File: config.mk
export PLATFORM = sky130hd
export DESIGN_NAME = crf_regfile
export DESIGN_NICKNAME = d
export VERILOG_FILES = /design/src/crf_pkg.sv /design/src/crf_regfile.sv
export SDC_FILE = /design/constraint.sdc
export NUM_CORES = 1
export LEC_CHECK = 0
export CAP_MARGIN = 20
export CORE_MARGIN = 5
export CORE_UTILIZATION = 25
export CTS_CLUSTER_SIZE = 8
export DETAILED_ROUTE_END_ITERATION = 12
export DONT_BUFFER_PORTS = 1
export PLACE_DENSITY = 0.36
export SYNTH_ARGS = -nofsm -noshare
export SYNTH_HDL_FRONTEND = slang
export SYNTH_SLANG_ARGS = --single-unit
File: constraint.sdc
create_clock -name CLK_I -period 5.7 [get_ports CLK_I]
set_input_delay 1.425 -clock CLK_I [delete_from_list [all_inputs] [get_ports CLK_I]]
set_output_delay 1.425 -clock CLK_I [all_outputs]
set_load 0.1 [all_outputs]
File: src/crf_pkg.sv
package crf_pkg;
	localparam int DATA_W = 16;
	localparam int WIDE_W = 20;
	localparam int FLAG_W = 11;
	localparam int NUM_BANKS = 2;
	localparam int BANK_REGS = 7;

	// ------------------------------------------------------------
	// Flag field positions
	// ------------------------------------------------------------
	localparam int FLAG_CARRY = 0;
	localparam int FLAG_DEBUG = 1;
	localparam int FLAG_ZERO = 2;
	localparam int FLAG_SIGN = 3;
	localparam int FLAG_BANK = 4;
	localparam int FLAG_OVF = 5;
	localparam int FLAG_IE = 6;
	localparam int FLAG_STK = 7;
	localparam int PRIO_LSB = 8;
	localparam int PRIO_MSB = 10;

	// ------------------------------------------------------------
	// Reset values
	// ------------------------------------------------------------
	localparam logic [15:0] REG_RST = 16'h0000;
	localparam logic [19:0] WIDE_RST = 20'h0_0000;
	localparam logic [10:0] FLAG_RST = 11'h000;

	// ------------------------------------------------------------
	// Register indices, shared by core select and bus decode
	// ------------------------------------------------------------
	localparam logic [3:0] IDX_DATA0 = 4'h0;
	localparam logic [3:0] IDX_DATA1 = 4'h1;
	localparam logic [3:0] IDX_DATA2 = 4'h2;
	localparam logic [3:0] IDX_DATA3 = 4'h3;
	localparam logic [3:0] IDX_ADDR0 = 4'h4;
	localparam logic [3:0] IDX_ADDR1 = 4'h5;
	localparam logic [3:0] IDX_FRAME = 4'h6;
	localparam logic [3:0] IDX_VECT = 4'h7;
	localparam logic [3:0] IDX_PC = 4'h8;
	localparam logic [3:0] IDX_USER_STK = 4'h9;
	localparam logic [3:0] IDX_IRQ_STK = 4'hA;
	localparam logic [3:0] IDX_STATIC = 4'hB;
	localparam logic [3:0] IDX_FLAGS = 4'hC;
	localparam logic [3:0] IDX_SP = 4'hD;

	// Byte lane modes and long pair selects
	localparam logic [1:0] BYTE_WORD = 2'h0;
	localparam logic [1:0] BYTE_LOW = 2'h1;
	localparam logic [1:0] BYTE_HIGH = 2'h2;
	localparam logic [1:0] LSEL_DATA_LOW = 2'h0;
	localparam logic [1:0] LSEL_DATA_HIGH = 2'h1;
	localparam logic [1:0] LSEL_ADDR = 2'h2;

	localparam logic [5:0] SWI_LOW_LIMIT = 6'h20;

	// ------------------------------------------------------------
	// Bus map: bank b register r at b*0x20 + r*4, shared from 0x40
	// ------------------------------------------------------------
	localparam logic [7:0] APB_SHARED_BASE = 8'h40;
	localparam logic [7:0] APB_LAST_OFF = 8'h58;
endpackage : crf_pkg

File: src/crf_regfile.sv
`timescale 1ns/1ps
`default_nettype none
module crf_regfile (
	input wire logic CLK_I,
	input wire logic RSTN_I,
	input wire logic PSEL_I,
	input wire logic PENABLE_I,
	input wire logic PWRITE_I,
	input wire logic [7:0] PADDR_I,
	input wire logic [31:0] PWDATA_I,
	output logic [31:0] PRDATA_O,
	output logic PREADY_O,
	output logic PSLVERR_O,
	input wire logic CORE_WE_I,
	input wire logic [3:0] CORE_SEL_I,
	input wire logic [1:0] CORE_BYTE_I,
	input wire logic [19:0] CORE_WDATA_I,
	input wire logic [3:0] CORE_RSEL_I,
	output logic [19:0] CORE_RDATA_O,
	input wire logic CORE_LONG_WE_I,
	input wire logic [1:0] CORE_LONG_SEL_I,
	input wire logic [31:0] CORE_LONG_WDATA_I,
	input wire logic PC_LOAD_I,
	input wire logic [19:0] PC_NEXT_I,
	input wire logic FLAG_WE_I,
	input wire logic [10:0] FLAG_WDATA_I,
	input wire logic ALU_UPD_I,
	input wire logic ALU_BYTE_I,
	input wire logic [15:0] ALU_RESULT_I,
	input wire logic ALU_CARRY_I,
	input wire logic ALU_OVF_I,
	input wire logic IRQ_REQ_I,
	input wire logic IRQ_MASKABLE_I,
	input wire logic [2:0] IRQ_LEVEL_I,
	output logic IRQ_ACCEPT_O,
	input wire logic IRQ_ACK_I,
	input wire logic SWI_EXEC_I,
	input wire logic [5:0] SWI_NUM_I,
	output logic [10:0] FLAGS_O,
	output logic [19:0] PC_O,
	output logic [19:0] VECTOR_BASE_O,
	output logic [15:0] STATIC_BASE_O,
	output logic [15:0] FRAME_BASE_O,
	output logic [15:0] ACTIVE_SP_O,
	output logic [31:0] LONG_DATA_LOW_O,
	output logic [31:0] LONG_DATA_HIGH_O,
	output logic [31:0] LONG_ADDR_O
);
	// ------------------------------------------------------------
	// State
	// ------------------------------------------------------------
	logic [15:0] bank_w [0:1][0:6];
	logic [10:0] flags_q;
	logic [19:0] vect_q;
	logic [19:0] pc_q;
	logic [15:0] user_stk_q;
	logic [15:0] irq_stk_q;
	logic [15:0] static_q;
	logic [31:0] prdata_q;
	logic pslverr_q;
	logic [19:0] core_rdata_q;
	logic bank_sel;
	logic stack_sel;
	logic [2:0] prio_lvl;
	logic apb_wr;
	logic [5:0] wr_dec;
	logic [5:0] rd_dec;
	logic alu_zero;
	logic alu_sign;
	logic swi_low;

	// ------------------------------------------------------------
	// Decode helpers
	// ------------------------------------------------------------
	// Returns {valid, bank, index}
	function automatic logic [5:0] apb_decode(input logic [7:0] addr);
		logic [5:0] res;
		res = 6'h00;
		if ((addr[1:0] == 2'h0) && (addr <= crf_pkg::APB_LAST_OFF))
		begin
			if (addr < crf_pkg::APB_SHARED_BASE)
			begin
				if (addr[4:2] != 3'h7)
				begin
					res = {1'b1, addr[5], 1'b0, addr[4:2]};
				end
			end
			else
			begin
				res = {2'b10, crf_pkg::IDX_VECT + {1'b0, addr[4:2]}};
			end
		end
		return res;
	endfunction : apb_decode

	function automatic logic [15:0] merge_bytes(input logic [15:0] old_v,
		input logic [15:0] new_v, input logic [1:0] mode);
		logic [15:0] res;
		res = new_v;
		if (mode == crf_pkg::BYTE_LOW)
		begin
			res = {old_v[15:8], new_v[7:0]};
		end
		else if (mode == crf_pkg::BYTE_HIGH)
		begin
			res = {new_v[7:0], old_v[7:0]};
		end
		return res;
	endfunction : merge_bytes

	// Read mux shared by the bus and the core read port
	function automatic logic [19:0] read_reg(input logic bk, input logic [3:0] idx);
		logic [19:0] res;
		res = 20'h0_0000;
		case (idx)
			crf_pkg::IDX_VECT: res = vect_q;
			crf_pkg::IDX_PC: res = pc_q;
			crf_pkg::IDX_USER_STK: res = {4'h0, user_stk_q};
			crf_pkg::IDX_IRQ_STK: res = {4'h0, irq_stk_q};
			crf_pkg::IDX_STATIC: res = {4'h0, static_q};
			crf_pkg::IDX_FLAGS: res = {9'h000, flags_q};
			crf_pkg::IDX_SP: res = {4'h0, ACTIVE_SP_O};
			default:
			begin
				if (idx < crf_pkg::IDX_VECT)
				begin
					res = {4'h0, bank_w[bk][idx[2:0]]};
				end
			end
		endcase
		return res;
	endfunction : read_reg

	assign bank_sel = flags_q[crf_pkg::FLAG_BANK];
	assign stack_sel = flags_q[crf_pkg::FLAG_STK];
	assign prio_lvl = flags_q[crf_pkg::PRIO_MSB:crf_pkg::PRIO_LSB];
	assign apb_wr = PSEL_I && PENABLE_I && PWRITE_I;
	assign wr_dec = apb_decode(PADDR_I);
	assign rd_dec = apb_decode(PADDR_I);

	// ------------------------------------------------------------
	// Banked registers
	// ------------------------------------------------------------
	// two banks of seven
	genvar gb;
	genvar gr;
	generate
		for (gb = 0; gb < crf_pkg::NUM_BANKS; gb++)
		begin : g_bank
			for (gr = 0; gr < crf_pkg::BANK_REGS; gr++)
			begin : g_reg
				localparam logic [3:0] RI = 4'(gr);
				localparam logic BI = 1'(gb);
				localparam logic [1:0] LS = (gr == 0 || gr == 2) ? crf_pkg::LSEL_DATA_LOW :
					(gr == 1 || gr == 3) ? crf_pkg::LSEL_DATA_HIGH : crf_pkg::LSEL_ADDR;
				localparam bit UPPER = (gr == 2 || gr == 3 || gr == 5);
				localparam bit PAIRED = (gr < 6);
				localparam bit SPLIT = (gr < 2);
				logic [15:0] val_q;
				logic core_hit;
				logic long_hit;
				logic apb_hit;
				assign core_hit = CORE_WE_I && (CORE_SEL_I == RI) && (bank_sel == BI);
				assign long_hit = PAIRED && CORE_LONG_WE_I && (CORE_LONG_SEL_I == LS) &&
					(bank_sel == BI);
				assign apb_hit = apb_wr && wr_dec[5] && (wr_dec[4] == BI) &&
					(wr_dec[3:0] == RI);
				always_ff @(posedge CLK_I or negedge RSTN_I)
				begin
					if (!RSTN_I)
					begin
						val_q <= crf_pkg::REG_RST;
					end
					else if (core_hit)
					begin
						val_q <= SPLIT ? merge_bytes(val_q, CORE_WDATA_I[15:0], CORE_BYTE_I) :
							CORE_WDATA_I[15:0];
					end
					else if (long_hit)
					begin
						val_q <= UPPER ? CORE_LONG_WDATA_I[31:16] : CORE_LONG_WDATA_I[15:0];
					end
					else if (apb_hit)
					begin
						val_q <= PWDATA_I[15:0];
					end
				end
				assign bank_w[gb][gr] = val_q;
			end
		end
	endgenerate

	// ------------------------------------------------------------
	// Shared registers
	// ------------------------------------------------------------
	// shared, not banked
	always_ff @(posedge CLK_I or negedge RSTN_I)
	begin
		if (!RSTN_I)
			vect_q <= crf_pkg::WIDE_RST;
		else if (CORE_WE_I && CORE_SEL_I == crf_pkg::IDX_VECT)
			vect_q <= CORE_WDATA_I;
		else if (apb_wr && wr_dec[5] && wr_dec[3:0] == crf_pkg::IDX_VECT)
			vect_q <= PWDATA_I[19:0];
	end

	always_ff @(posedge CLK_I or negedge RSTN_I)
	begin
		if (!RSTN_I)
			pc_q <= crf_pkg::WIDE_RST;
		else if (PC_LOAD_I)
			pc_q <= PC_NEXT_I;
		else if (CORE_WE_I && CORE_SEL_I == crf_pkg::IDX_PC)
			pc_q <= CORE_WDATA_I;
		else if (apb_wr && wr_dec[5] && wr_dec[3:0] == crf_pkg::IDX_PC)
			pc_q <= PWDATA_I[19:0];
	end

	always_ff @(posedge CLK_I or negedge RSTN_I)
	begin
		if (!RSTN_I)
			user_stk_q <= crf_pkg::REG_RST;
		else if (CORE_WE_I && (CORE_SEL_I == crf_pkg::IDX_USER_STK ||
			(CORE_SEL_I == crf_pkg::IDX_SP && stack_sel)))
			user_stk_q <= CORE_WDATA_I[15:0];
		else if (apb_wr && wr_dec[5] && wr_dec[3:0] == crf_pkg::IDX_USER_STK)
			user_stk_q <= PWDATA_I[15:0];
	end

	always_ff @(posedge CLK_I or negedge RSTN_I)
	begin
		if (!RSTN_I)
			irq_stk_q <= crf_pkg::REG_RST;
		else if (CORE_WE_I && (CORE_SEL_I == crf_pkg::IDX_IRQ_STK ||
			(CORE_SEL_I == crf_pkg::IDX_SP && !stack_sel)))
			irq_stk_q <= CORE_WDATA_I[15:0];
		else if (apb_wr && wr_dec[5] && wr_dec[3:0] == crf_pkg::IDX_IRQ_STK)
			irq_stk_q <= PWDATA_I[15:0];
	end

	always_ff @(posedge CLK_I or negedge RSTN_I)
	begin
		if (!RSTN_I)
			static_q <= crf_pkg::REG_RST;
		else if (CORE_WE_I && CORE_SEL_I == crf_pkg::IDX_STATIC)
			static_q <= CORE_WDATA_I[15:0];
		else if (apb_wr && wr_dec[5] && wr_dec[3:0] == crf_pkg::IDX_STATIC)
			static_q <= PWDATA_I[15:0];
	end

	// ------------------------------------------------------------
	// Flags
	// ------------------------------------------------------------
	assign alu_zero = ALU_BYTE_I ? (ALU_RESULT_I[7:0] == 8'h00) : (ALU_RESULT_I == 16'h0000);
	assign alu_sign = ALU_BYTE_I ? ALU_RESULT_I[7] : ALU_RESULT_I[15];
	assign swi_low = SWI_NUM_I < crf_pkg::SWI_LOW_LIMIT;

	// Later assignments win: hardware events override writes
	// eleven-bit flag state
	always_ff @(posedge CLK_I or negedge RSTN_I)
	begin
		if (!RSTN_I)
		begin
			flags_q <= crf_pkg::FLAG_RST;
		end
		else
		begin
			if (apb_wr && wr_dec[5] && wr_dec[3:0] == crf_pkg::IDX_FLAGS)
				flags_q <= PWDATA_I[10:0];
			if (FLAG_WE_I)
				flags_q <= FLAG_WDATA_I;
			if (ALU_UPD_I)
			begin
				flags_q[crf_pkg::FLAG_CARRY] <= ALU_CARRY_I;
				flags_q[crf_pkg::FLAG_ZERO] <= alu_zero;
				flags_q[crf_pkg::FLAG_SIGN] <= alu_sign;
				flags_q[crf_pkg::FLAG_OVF] <= ALU_OVF_I;
			end
			if (IRQ_ACK_I || SWI_EXEC_I)
				flags_q[crf_pkg::FLAG_IE] <= 1'b0;
			if (IRQ_ACK_I || (SWI_EXEC_I && swi_low))
				flags_q[crf_pkg::FLAG_STK] <= 1'b0;
		end
	end

	// ------------------------------------------------------------
	// Bus slave: data captured in setup, so no wait states
	// ------------------------------------------------------------
	always_ff @(posedge CLK_I or negedge RSTN_I)
	begin
		if (!RSTN_I)
		begin
			prdata_q <= 32'h0000_0000;
			pslverr_q <= 1'b0;
		end
		else if (PSEL_I && !PENABLE_I)
		begin
			prdata_q <= rd_dec[5] ? {12'h000, read_reg(rd_dec[4], rd_dec[3:0])} : 32'h0000_0000;
			pslverr_q <= !rd_dec[5];
		end
	end

	always_ff @(posedge CLK_I or negedge RSTN_I)
	begin
		if (!RSTN_I)
			core_rdata_q <= crf_pkg::WIDE_RST;
		else
			core_rdata_q <= read_reg(bank_sel, CORE_RSEL_I);
	end

	// ------------------------------------------------------------
	// Outputs
	// ------------------------------------------------------------
	assign PRDATA_O = prdata_q;
	assign PREADY_O = 1'b1;
	assign PSLVERR_O = pslverr_q && PSEL_I && PENABLE_I;
	assign CORE_RDATA_O = core_rdata_q;
	assign FLAGS_O = flags_q;
	assign PC_O = pc_q;
	assign VECTOR_BASE_O = vect_q;
	assign STATIC_BASE_O = static_q;
	assign FRAME_BASE_O = bank_w[bank_sel][6];
	assign ACTIVE_SP_O = stack_sel ? user_stk_q : irq_stk_q;
	assign LONG_DATA_LOW_O = {bank_w[bank_sel][2], bank_w[bank_sel][0]};
	assign LONG_DATA_HIGH_O = {bank_w[bank_sel][3], bank_w[bank_sel][1]};
	assign LONG_ADDR_O = {bank_w[bank_sel][5], bank_w[bank_sel][4]};
	assign IRQ_ACCEPT_O = IRQ_REQ_I && (!IRQ_MASKABLE_I || flags_q[crf_pkg::FLAG_IE]) &&
		(IRQ_LEVEL_I > prio_lvl);
endmodule : crf_regfile
`default_nettype wire

==> results of run 1 <==
==> tightest hold or removal path, cell delays in order, from the launching register on <==
cell     delay [ns]
dfrtp_1        0.34
nand2_1        0.06
o21ai_0        0.06
==> cell usage after synthesis (all sizes together), types with 19 or more instances <==
cell type / n / area, um^2
a21oi: 180 / 976
a221oi: 32 / 280
a222oi: 19 / 190
a22o: 20 / 176
a22oi: 59 / 443
a2bb2oi: 33 / 289
and3: 21 / 131
buf: 83 / 457
clkbuf: 211 / 796
dfrtp: 364 / 9110
mux2: 213 / 2400
mux2i: 276 / 2760
nand2: 501 / 1890
nand3: 71 / 360
nor2: 136 / 513
nor2b: 31 / 194
nor3: 23 / 164
o21ai: 299 / 1500
o221ai: 42 / 368
o22ai: 40 / 250
==> power groups by stage <==
stage | clock, W | combinational (W) | sequential [W]
after floorplan | 0 | 0.00366 | 0.00434
after global placement | 0 | 0.00484 | 0.00443
after detailed placement | 0 | 0.00491 | 0.00444
after CTS | 0.00295 | 0.00492 | 0.00439
after global routing | 0.00303 | 0.00515 | 0.00445
final | 0.00290 | 0.00503 | 0.00439
==> cells by family after synthesis <==
family | count (synthesis) | share of synthesized area [%]
AOI/OAI and AO/OA | 843 | 22.2
and+or+nand+nor | 835 | 14.5
muxes | 498 | 21.4
DFF | 364 | 36.3
buffers and inverters | 309 | 5.22
adders and majority gates | 6 | 0.299
other | 2 | 0.0300
xor gates and xnor gates | 1 | 0.0349
==> worst max path at each step <==
stage / depth (start not counted) / from / slack [ns] / end
2_1_floorplan: 2 / IRQ_LEVEL_I[2] / 0.07 / IRQ_ACCEPT_O
3_3_place_gp: 9 / PADDR_I[2] / 0.81 / g_bank[0].g_reg[3].val_q[8]
3_5_place_dp: 9 / PADDR_I[2] / 0.75 / g_bank[0].g_reg[3].val_q[15]
4_1_cts: 2 / FLAGS_O[4] / 1.28 / LONG_ADDR_O[0]
5_1_grt: 9 / PADDR_I[2] / 1.08 / g_bank[0].g_reg[3].val_q[8]
6_report: 9 / PADDR_I[2] / 1.20 / g_bank[0].g_reg[3].val_q[0]
==> per-layer routing <==
metal,routed length (um),vias up
li1,-,10186
met1,59600,12187
met2,70400,1452
met3,19000,363
met4,9790,6
met5,33,-
==> layout make-up <==
class	count	area share (%)
diodes	5	0.0446
flip-flops and latches	364	32.5
multi-input cells	2196	53.1
repair buffers	113	3.64
well taps	1298	5.79
inverters	15	0.201
clock buffers	59	4.81
==> flip-flops by register name, summed over array words and instances (netlist names) <==
register,count
g_bank.g.val_q,224
CORE_RDATA_O,20
PC_O,20
PRDATA_O,20
VECTOR_BASE_O,20
STATIC_BASE_O,16
irq_stk_q,16
user_stk_q,16
FLAGS_O,11
pslverr_q,1
==> per-stage QoR <==
step / utilization [%] / power, W
after floorplan: - / 0.00800
after global placement: 26.5 / 0.00927
after detailed placement: 26.7 / 0.00935
after CTS: 28.0 / 0.0123
after global routing: 28.1 / 0.0126
final: 28.1 / 0.0123
==> metrics.csv, run 1 <==
stage,metric,value,unit
routing,wl_per_cell,39.2,um
global_routing,grt_max_degree,365,
logic_synthesis,seq_area_frac_synth,36.3,%
logic_synthesis,synth_edf_count,0,
power_and_ir_drop,p_leak,11.0,nW
sta,slew_violations,0,
routing,detail_route.iter0.violations,2600,
global_routing,grt_util_met1,32.9,%
cells_and_area,layout_commonest_cell,nand2_1,
sta,timing.final.ws_setup,1.20,ns
setup_path,critPathTopFamily,compound AO/OA/AOI/OAI gates,
placement,place_area,26600,um^2
setup_path,path_buf_inv,1,
clocking,post_cts_resize_count,0,
placement,dp_hpwl,112000,um
power_and_ir_drop,p_sw,0.00651,W
sta,rsz0062_at_grt,false,
clocking,cts_max_path_buffers,3,
min_path,holdCritPathClass,reg2reg,
sta,worst_pin_slew,1.24,ns
setup_path,r2r-start,FLAGS_O[4],
power_and_ir_drop,p_sw_share,52.8,%
global_routing,grt_use_total,28.3,%
global_routing,grt-ovfl-total,0,
logic_synthesis,synth_area,25100,um^2
routing,first_pass_iters,6,
min_path,min-delay-start,PC_O[1],
clocking,cts-root-buf,clkbuf_16,
floorplan,coreArea,99900,um^2
cells_and_area,drive_gt1_share,17.0,%
global_routing,met3_usage,12.2,%
logic_synthesis,synthDistinctLibCells,82,
logic_synthesis,postSynthAreaPerCell,8.77,um^2
sta,maxSlewHeadroom,17.1,%
sta,final-hold-violation-count,0,
setup_path,worstPathRequired,6.20,ns
clocking,path_clk_slew,0.06,ns
floorplan,initial_core_util,25.1,%
power_and_ir_drop,power_frac_comb,40.8,%
setup_path,crit_path_max_fanout,18,
setup_path,arrival,5.00,ns
clocking,postCtsSetupBuffers,0,
floorplan,ios,427,
sta,setup_tns,0,ns
placement,gp_congestion,0.951,
routing,vias,24194,
clocking,hold_buffers,0,
sta,max_freq,0.222,GHz
clocking,insertion_delay,0.65,ns
routing,wl,159000,um
setup_path,critPathLaunchType,primary input,
global_routing,grt_pass1_vias,23422,
run_status,status,completed,
cells_and_area,seq_area,9110,um^2
floorplan,die_area,107000,um^2
setup_path,r2r_slack,1.54,ns
floorplan,die_w,327,um
power_and_ir_drop,p_seq_share,35.6,%
placement,pre_cts_ws,0.749,ns
routing,antenna_left,0,
cells_and_area,fin_area,28100,um^2
sta,period_share,79.0,%
run,maxCapViolCount,0,
min_path,hold_depth,2,
cells_and_area,layout_common_cells,"498 x nand2_1, 362 x dfrtp_1, 291 x o21ai_0, 276 x mux2i_1, 209 x mux2_2",
cells_and_area,nFillCells,10583,
setup_path,rr_worst_depth,6,
global_routing,antenna_found_initial,15,
logic_synthesis,ys.flop_type,dfrtp_1,
cells_and_area,multi_input_area,14900,um^2
logic_synthesis,synthCells,2858,
clocking,cts_tree,built,
cells_and_area,finalNetCount,2924,
cells_and_area,area_delta_synth_final,12.0,%
logic_synthesis,synth_seq_cells,364,
power_and_ir_drop,intPower,0.00581,W
sta,setup-violations-final,0,
logic_synthesis,yosysWarnings,0,
setup_path,critPathKind,in2reg,
routing,vias_per_cell,5.97,
placement,portBuffers,0,
clocking,cts_max_level,2,
global_routing,busiest_layer,met2,
setup_path,worstSetupEndpointType,flop,
logic_synthesis,synthArstFlopShare,100,%
clocking,numCtsBuffers,51,
placement,dp_cells,3981,
sta,layout_min_cycle_time,4.50,ns
routing,drc,0,
setup_path,slowest_delay,0.76,ns
setup_path,cp_slowest_cell,nand3_1,
global_routing,grt_use_met2,44.8,%
min_path,hold_end,PC_O[1],
clocking,cts_sinks,364,
floorplan,row_count,116,
cells_and_area,fin_cells,4050,
power_and_ir_drop,powerDensity,439,nW/um^2
power_and_ir_drop,peakVddDrop,199,uV
floorplan,die_height,327,um
sta,whs,0.500,ns
sta,skew,0.0331,ns
setup_path,reg2reg_to,CORE_RDATA_O[10],
setup_path,cp_cell_sequence,inv_1 -> ha_1 -> xor2_1 -> a21oi_2 -> a21oi_4 -> nor3_4 -> nand3_1 -> o221ai_1 -> a2bb2oi_1,
power_and_ir_drop,clkPwrFrac,23.6,%
global_routing,grt_pass1_wl,210000,um
No activity file was read; power rests on OpenSTA's default activity.
==> inputs of run 2 (changes only) <==
--- a/config.mk
+++ b/config.mk
@@ -11,7 +11,7 @@
 export CTS_CLUSTER_SIZE = 8
 export DETAILED_ROUTE_END_ITERATION = 12
 export DONT_BUFFER_PORTS = 1
-export PLACE_DENSITY = 0.36
+export PLACE_DENSITY = 0.38
 export SYNTH_ARGS = -nofsm -noshare
 export SYNTH_HDL_FRONTEND = slang
 export SYNTH_SLANG_ARGS = --single-unit
==> constraint.sdc (replaced) <==
create_clock -name CLK_I -period 3.8 [get_ports CLK_I]
set_input_delay 0.95 -clock CLK_I [delete_from_list [all_inputs] [get_ports CLK_I]]
set_output_delay 0.95 -clock CLK_I [all_outputs]
set_load 0.1 [all_outputs]
==> run 2 against run 1 <==
Flip-flop and latch count is the same. Worst hold slack lost 0.45 ns. Global-route usage grew 0.42 points. Via count grew 4.3%. Largest power group unchanged. Wire length grew 1.3%. Utilization grew 1.5 points. Critical path depth shrank 6.
==> metrics.csv, run 2 (synthesis results as in run 1) <==
stage,metric,value,unit,change
routing,vias_per_cell,5.97,,-0.13%
floorplan,initial_core_util,25.1,%,unchanged
setup_path,worstPathRequired,2.85,ns,-3.35 ns
setup_path,crit_path_max_fanout,20,,+2
cells_and_area,nFillCells,10612,,+0.27%
clocking,cts_tree,built,,
global_routing,grt_pass1_vias,24596,,+5.0%
setup_path,reg2reg_to,CORE_RDATA_O[7],,
clocking,numCtsBuffers,53,,+3.9%
sta,max_freq,0.278,GHz,
sta,skew,0.0211,ns,-0.0120 ns
floorplan,die_area,107000,um^2,unchanged
floorplan,die_w,327,um,unchanged
setup_path,cp_cell_sequence,buf_4 -> mux2_2 -> buf_4,,
cells_and_area,finalNetCount,3092,,+5.7%
cells_and_area,largest_reg_flops,224,,unchanged
setup_path,cp.depth,3,,-6
placement,portBuffers,0,,unchanged
power_and_ir_drop,peakVddDrop,768,uV,+290%
clocking,cts-root-buf,clkbuf_16,,
routing,wl_per_cell,38.0,um,-3.0%
sta,setup_tns,0,ns,unchanged
setup_path,rr_worst_depth,7,,+1
sta,setup-violations-final,0,,unchanged
global_routing,grt_use_total,28.7,%,+0.42 points
sta,period_share,94.8,%,
cells_and_area,layout_common_cells,"498 x nand2_1, 362 x dfrtp_1, 291 x o21ai_0, 276 x mux2i_1, 254 x buf_4",,
routing,drc,0,,unchanged
global_routing,grt-ovfl-total,0,,unchanged
setup_path,path_buf_inv,2,,+1
min_path,holdCritPathClass,in2async,,
global_routing,grt_max_degree,365,,unchanged
sta,final-hold-violation-count,0,,unchanged
setup_path,crit_path_end,LONG_ADDR_O[19],,
global_routing,grt_pass1_wl,214000,um,+1.8%
sta,worst_pin_slew,1.18,ns,-0.0624 ns
cells_and_area,largest_register,g_bank.g.val_q,,
routing,vias,25236,,+4.3%
floorplan,ios,427,,unchanged
floorplan,coreArea,99900,um^2,unchanged
cells_and_area,drive_gt1_share,21.9,%,+4.9 points
power_and_ir_drop,power,0.0193,W,+56%
clocking,cts_max_level,2,,unchanged
run_status,status,completed,,
cells_and_area,finalCoreUtilization,29.6,%,+1.5 points
run,maxCapViolCount,0,,unchanged
sta,maxSlewHeadroom,21.6,%,+4.5 points
setup_path,critPathKind,reg2out,,
floorplan,die_height,327,um,unchanged
power_and_ir_drop,powerDensity,651,nW/um^2,+48%
setup_path,critical_path.most_common_cell,buf_4,,
routing,first_pass_iters,11,,+5
routing,detail_route.iter0.violations,2922,,+12%
setup_path,critPathTopFamily,flip-flops,,
clocking,hold_buffers,0,,unchanged
routing,antenna_left,0,,unchanged
setup_path,r2r_slack,0.71,ns,-0.83 ns
setup_path,r2r-start,FLAGS_O[4],,
placement,dp_hpwl,115000,um,+2.7%
power_and_ir_drop,p_leak,12.0,nW,+8.2%
clocking,insertion_delay,0.63,ns,-0.02 ns
routing,wl,161000,um,+1.3%
setup_path,cp_slowest_cell,dfrtp_4,,
cells_and_area,area_delta_synth_final,18.0,%,
cells_and_area,layout_commonest_cell,nand2_1,,
setup_path,crit_start,FLAGS_O[4],,
setup_path,critPathLaunchType,flop,,
setup_path,worstSetupEndpointType,output pin,,
floorplan,row_count,116,,unchanged
clocking,path_clk_slew,0.05,ns,about the same
clocking,cts_sinks,364,,unchanged
global_routing,antenna_found_initial,15,,unchanged
sta,rsz0062_at_grt,false,,
setup_path,slowest_delay,0.75,ns,about the same
sta,layout_min_cycle_time,3.60,ns,
setup_path,arrival,2.65,ns,-2.35 ns
clocking,cts_max_path_buffers,3,,unchanged
placement,gp_congestion,0.978,,+2.9%
sta,slew_violations,0,,unchanged
[run 2: cell types whose count changed in the layout (fill, tap and decap cells not counted)]
cell and change:
buf_6 +1, buf_12 +13, buf_8 +1, buf_16 -3, buf_4 +154, clkbuf_1 +5, clkbuf_16 +2, o32ai_2 -1
o32ai_1 +1, clkbuf_8 +5, diode_2 +1, inv_6 +1
[run 2: worst min-delay path by stage]
stage / start / end / slack (ns) / depth (start not counted)
2_1_floorplan: g_bank[1].g_reg[3].val_q[0] / g_bank[1].g_reg[3].val_q[0] / 0.47 / 2
3_3_place_gp: g_bank[1].g_reg[4].val_q[8] / g_bank[1].g_reg[4].val_q[8] / 0.48 / 2
3_5_place_dp: g_bank[0].g_reg[4].val_q[12] / g_bank[0].g_reg[4].val_q[12] / 0.49 / 2
4_1_cts: RSTN_I / CORE_RDATA_O[16] / 0.01 / 0
5_1_grt: RSTN_I / PC_O[13] / 0.007 / 0
6_report: RSTN_I / PC_O[13] / 0.05 / 0
[run 2: layout make-up]
cell class              count  area, um^2  area share (%)
multi-input cells        2196       14900            50.3
clock buffers              71        1490            5.03
repair buffers            279        2380            8.05
well taps                1298        1620            5.49
inverters                  15        56.3           0.190
diodes                      6        15.0          0.0508
flip-flops and latches    364        9110            30.8
clock inverters             1        8.76          0.0296
[run 2: per-stage QoR]
stage          hold slack (ns)  std cells  area (um^2)  setup slack [ns]
6_report                0.0476       4230        29600             0.197
3_5_place_dp             0.489       4150        28000            0.0774
3_3_place_gp             0.480       4139        27800            0.0602
5_1_grt                0.00750       4224        29600             0.215
2_1_floorplan            0.466       2869        25100             0.229
4_1_cts                 0.0114       4223        29500             0.227
[run 2: power breakdown]
part | switching [W] | leakage, nW | total, W | internal [W]
clock | 0.00198 | 0.731 | 0.00464 | 0.00266
combinational | 0.00578 | 6.77 | 0.00780 | 0.00202
sequential | 0.00208 | 4.45 | 0.00681 | 0.00473
total | 0.00984 | 12.0 | 0.0193 | 0.00941
[run 2: layer usage]
layer / vias to the layer above / GRT usage (%) / wire length, um
li1: 10553 / - / -
met1: 12662 / 35.6 / 62300
met2: 1650 / 46.9 / 73600
met3: 359 / 7.64 / 16400
met4: 12 / 13.1 / 8470
met5: - / 0 / 80
[run 2: repair_timing]
item | 4_1_cts | 5_1_grt
setup buffers | 1 | 0
gates resized for setup | 0 | 0
endpoints found under the setup margin | 1 | 0
[run 2: worst reg2reg max path, stage by stage (launching register included)]
cell and delay (ns):
dfrtp_4 0.75, buf_12 0.30, mux2_2 0.42, mux2i_1 0.45
mux2_2 0.30, nor2_1 0.05, a21oi_1 0.39, o2111ai_1 0.25
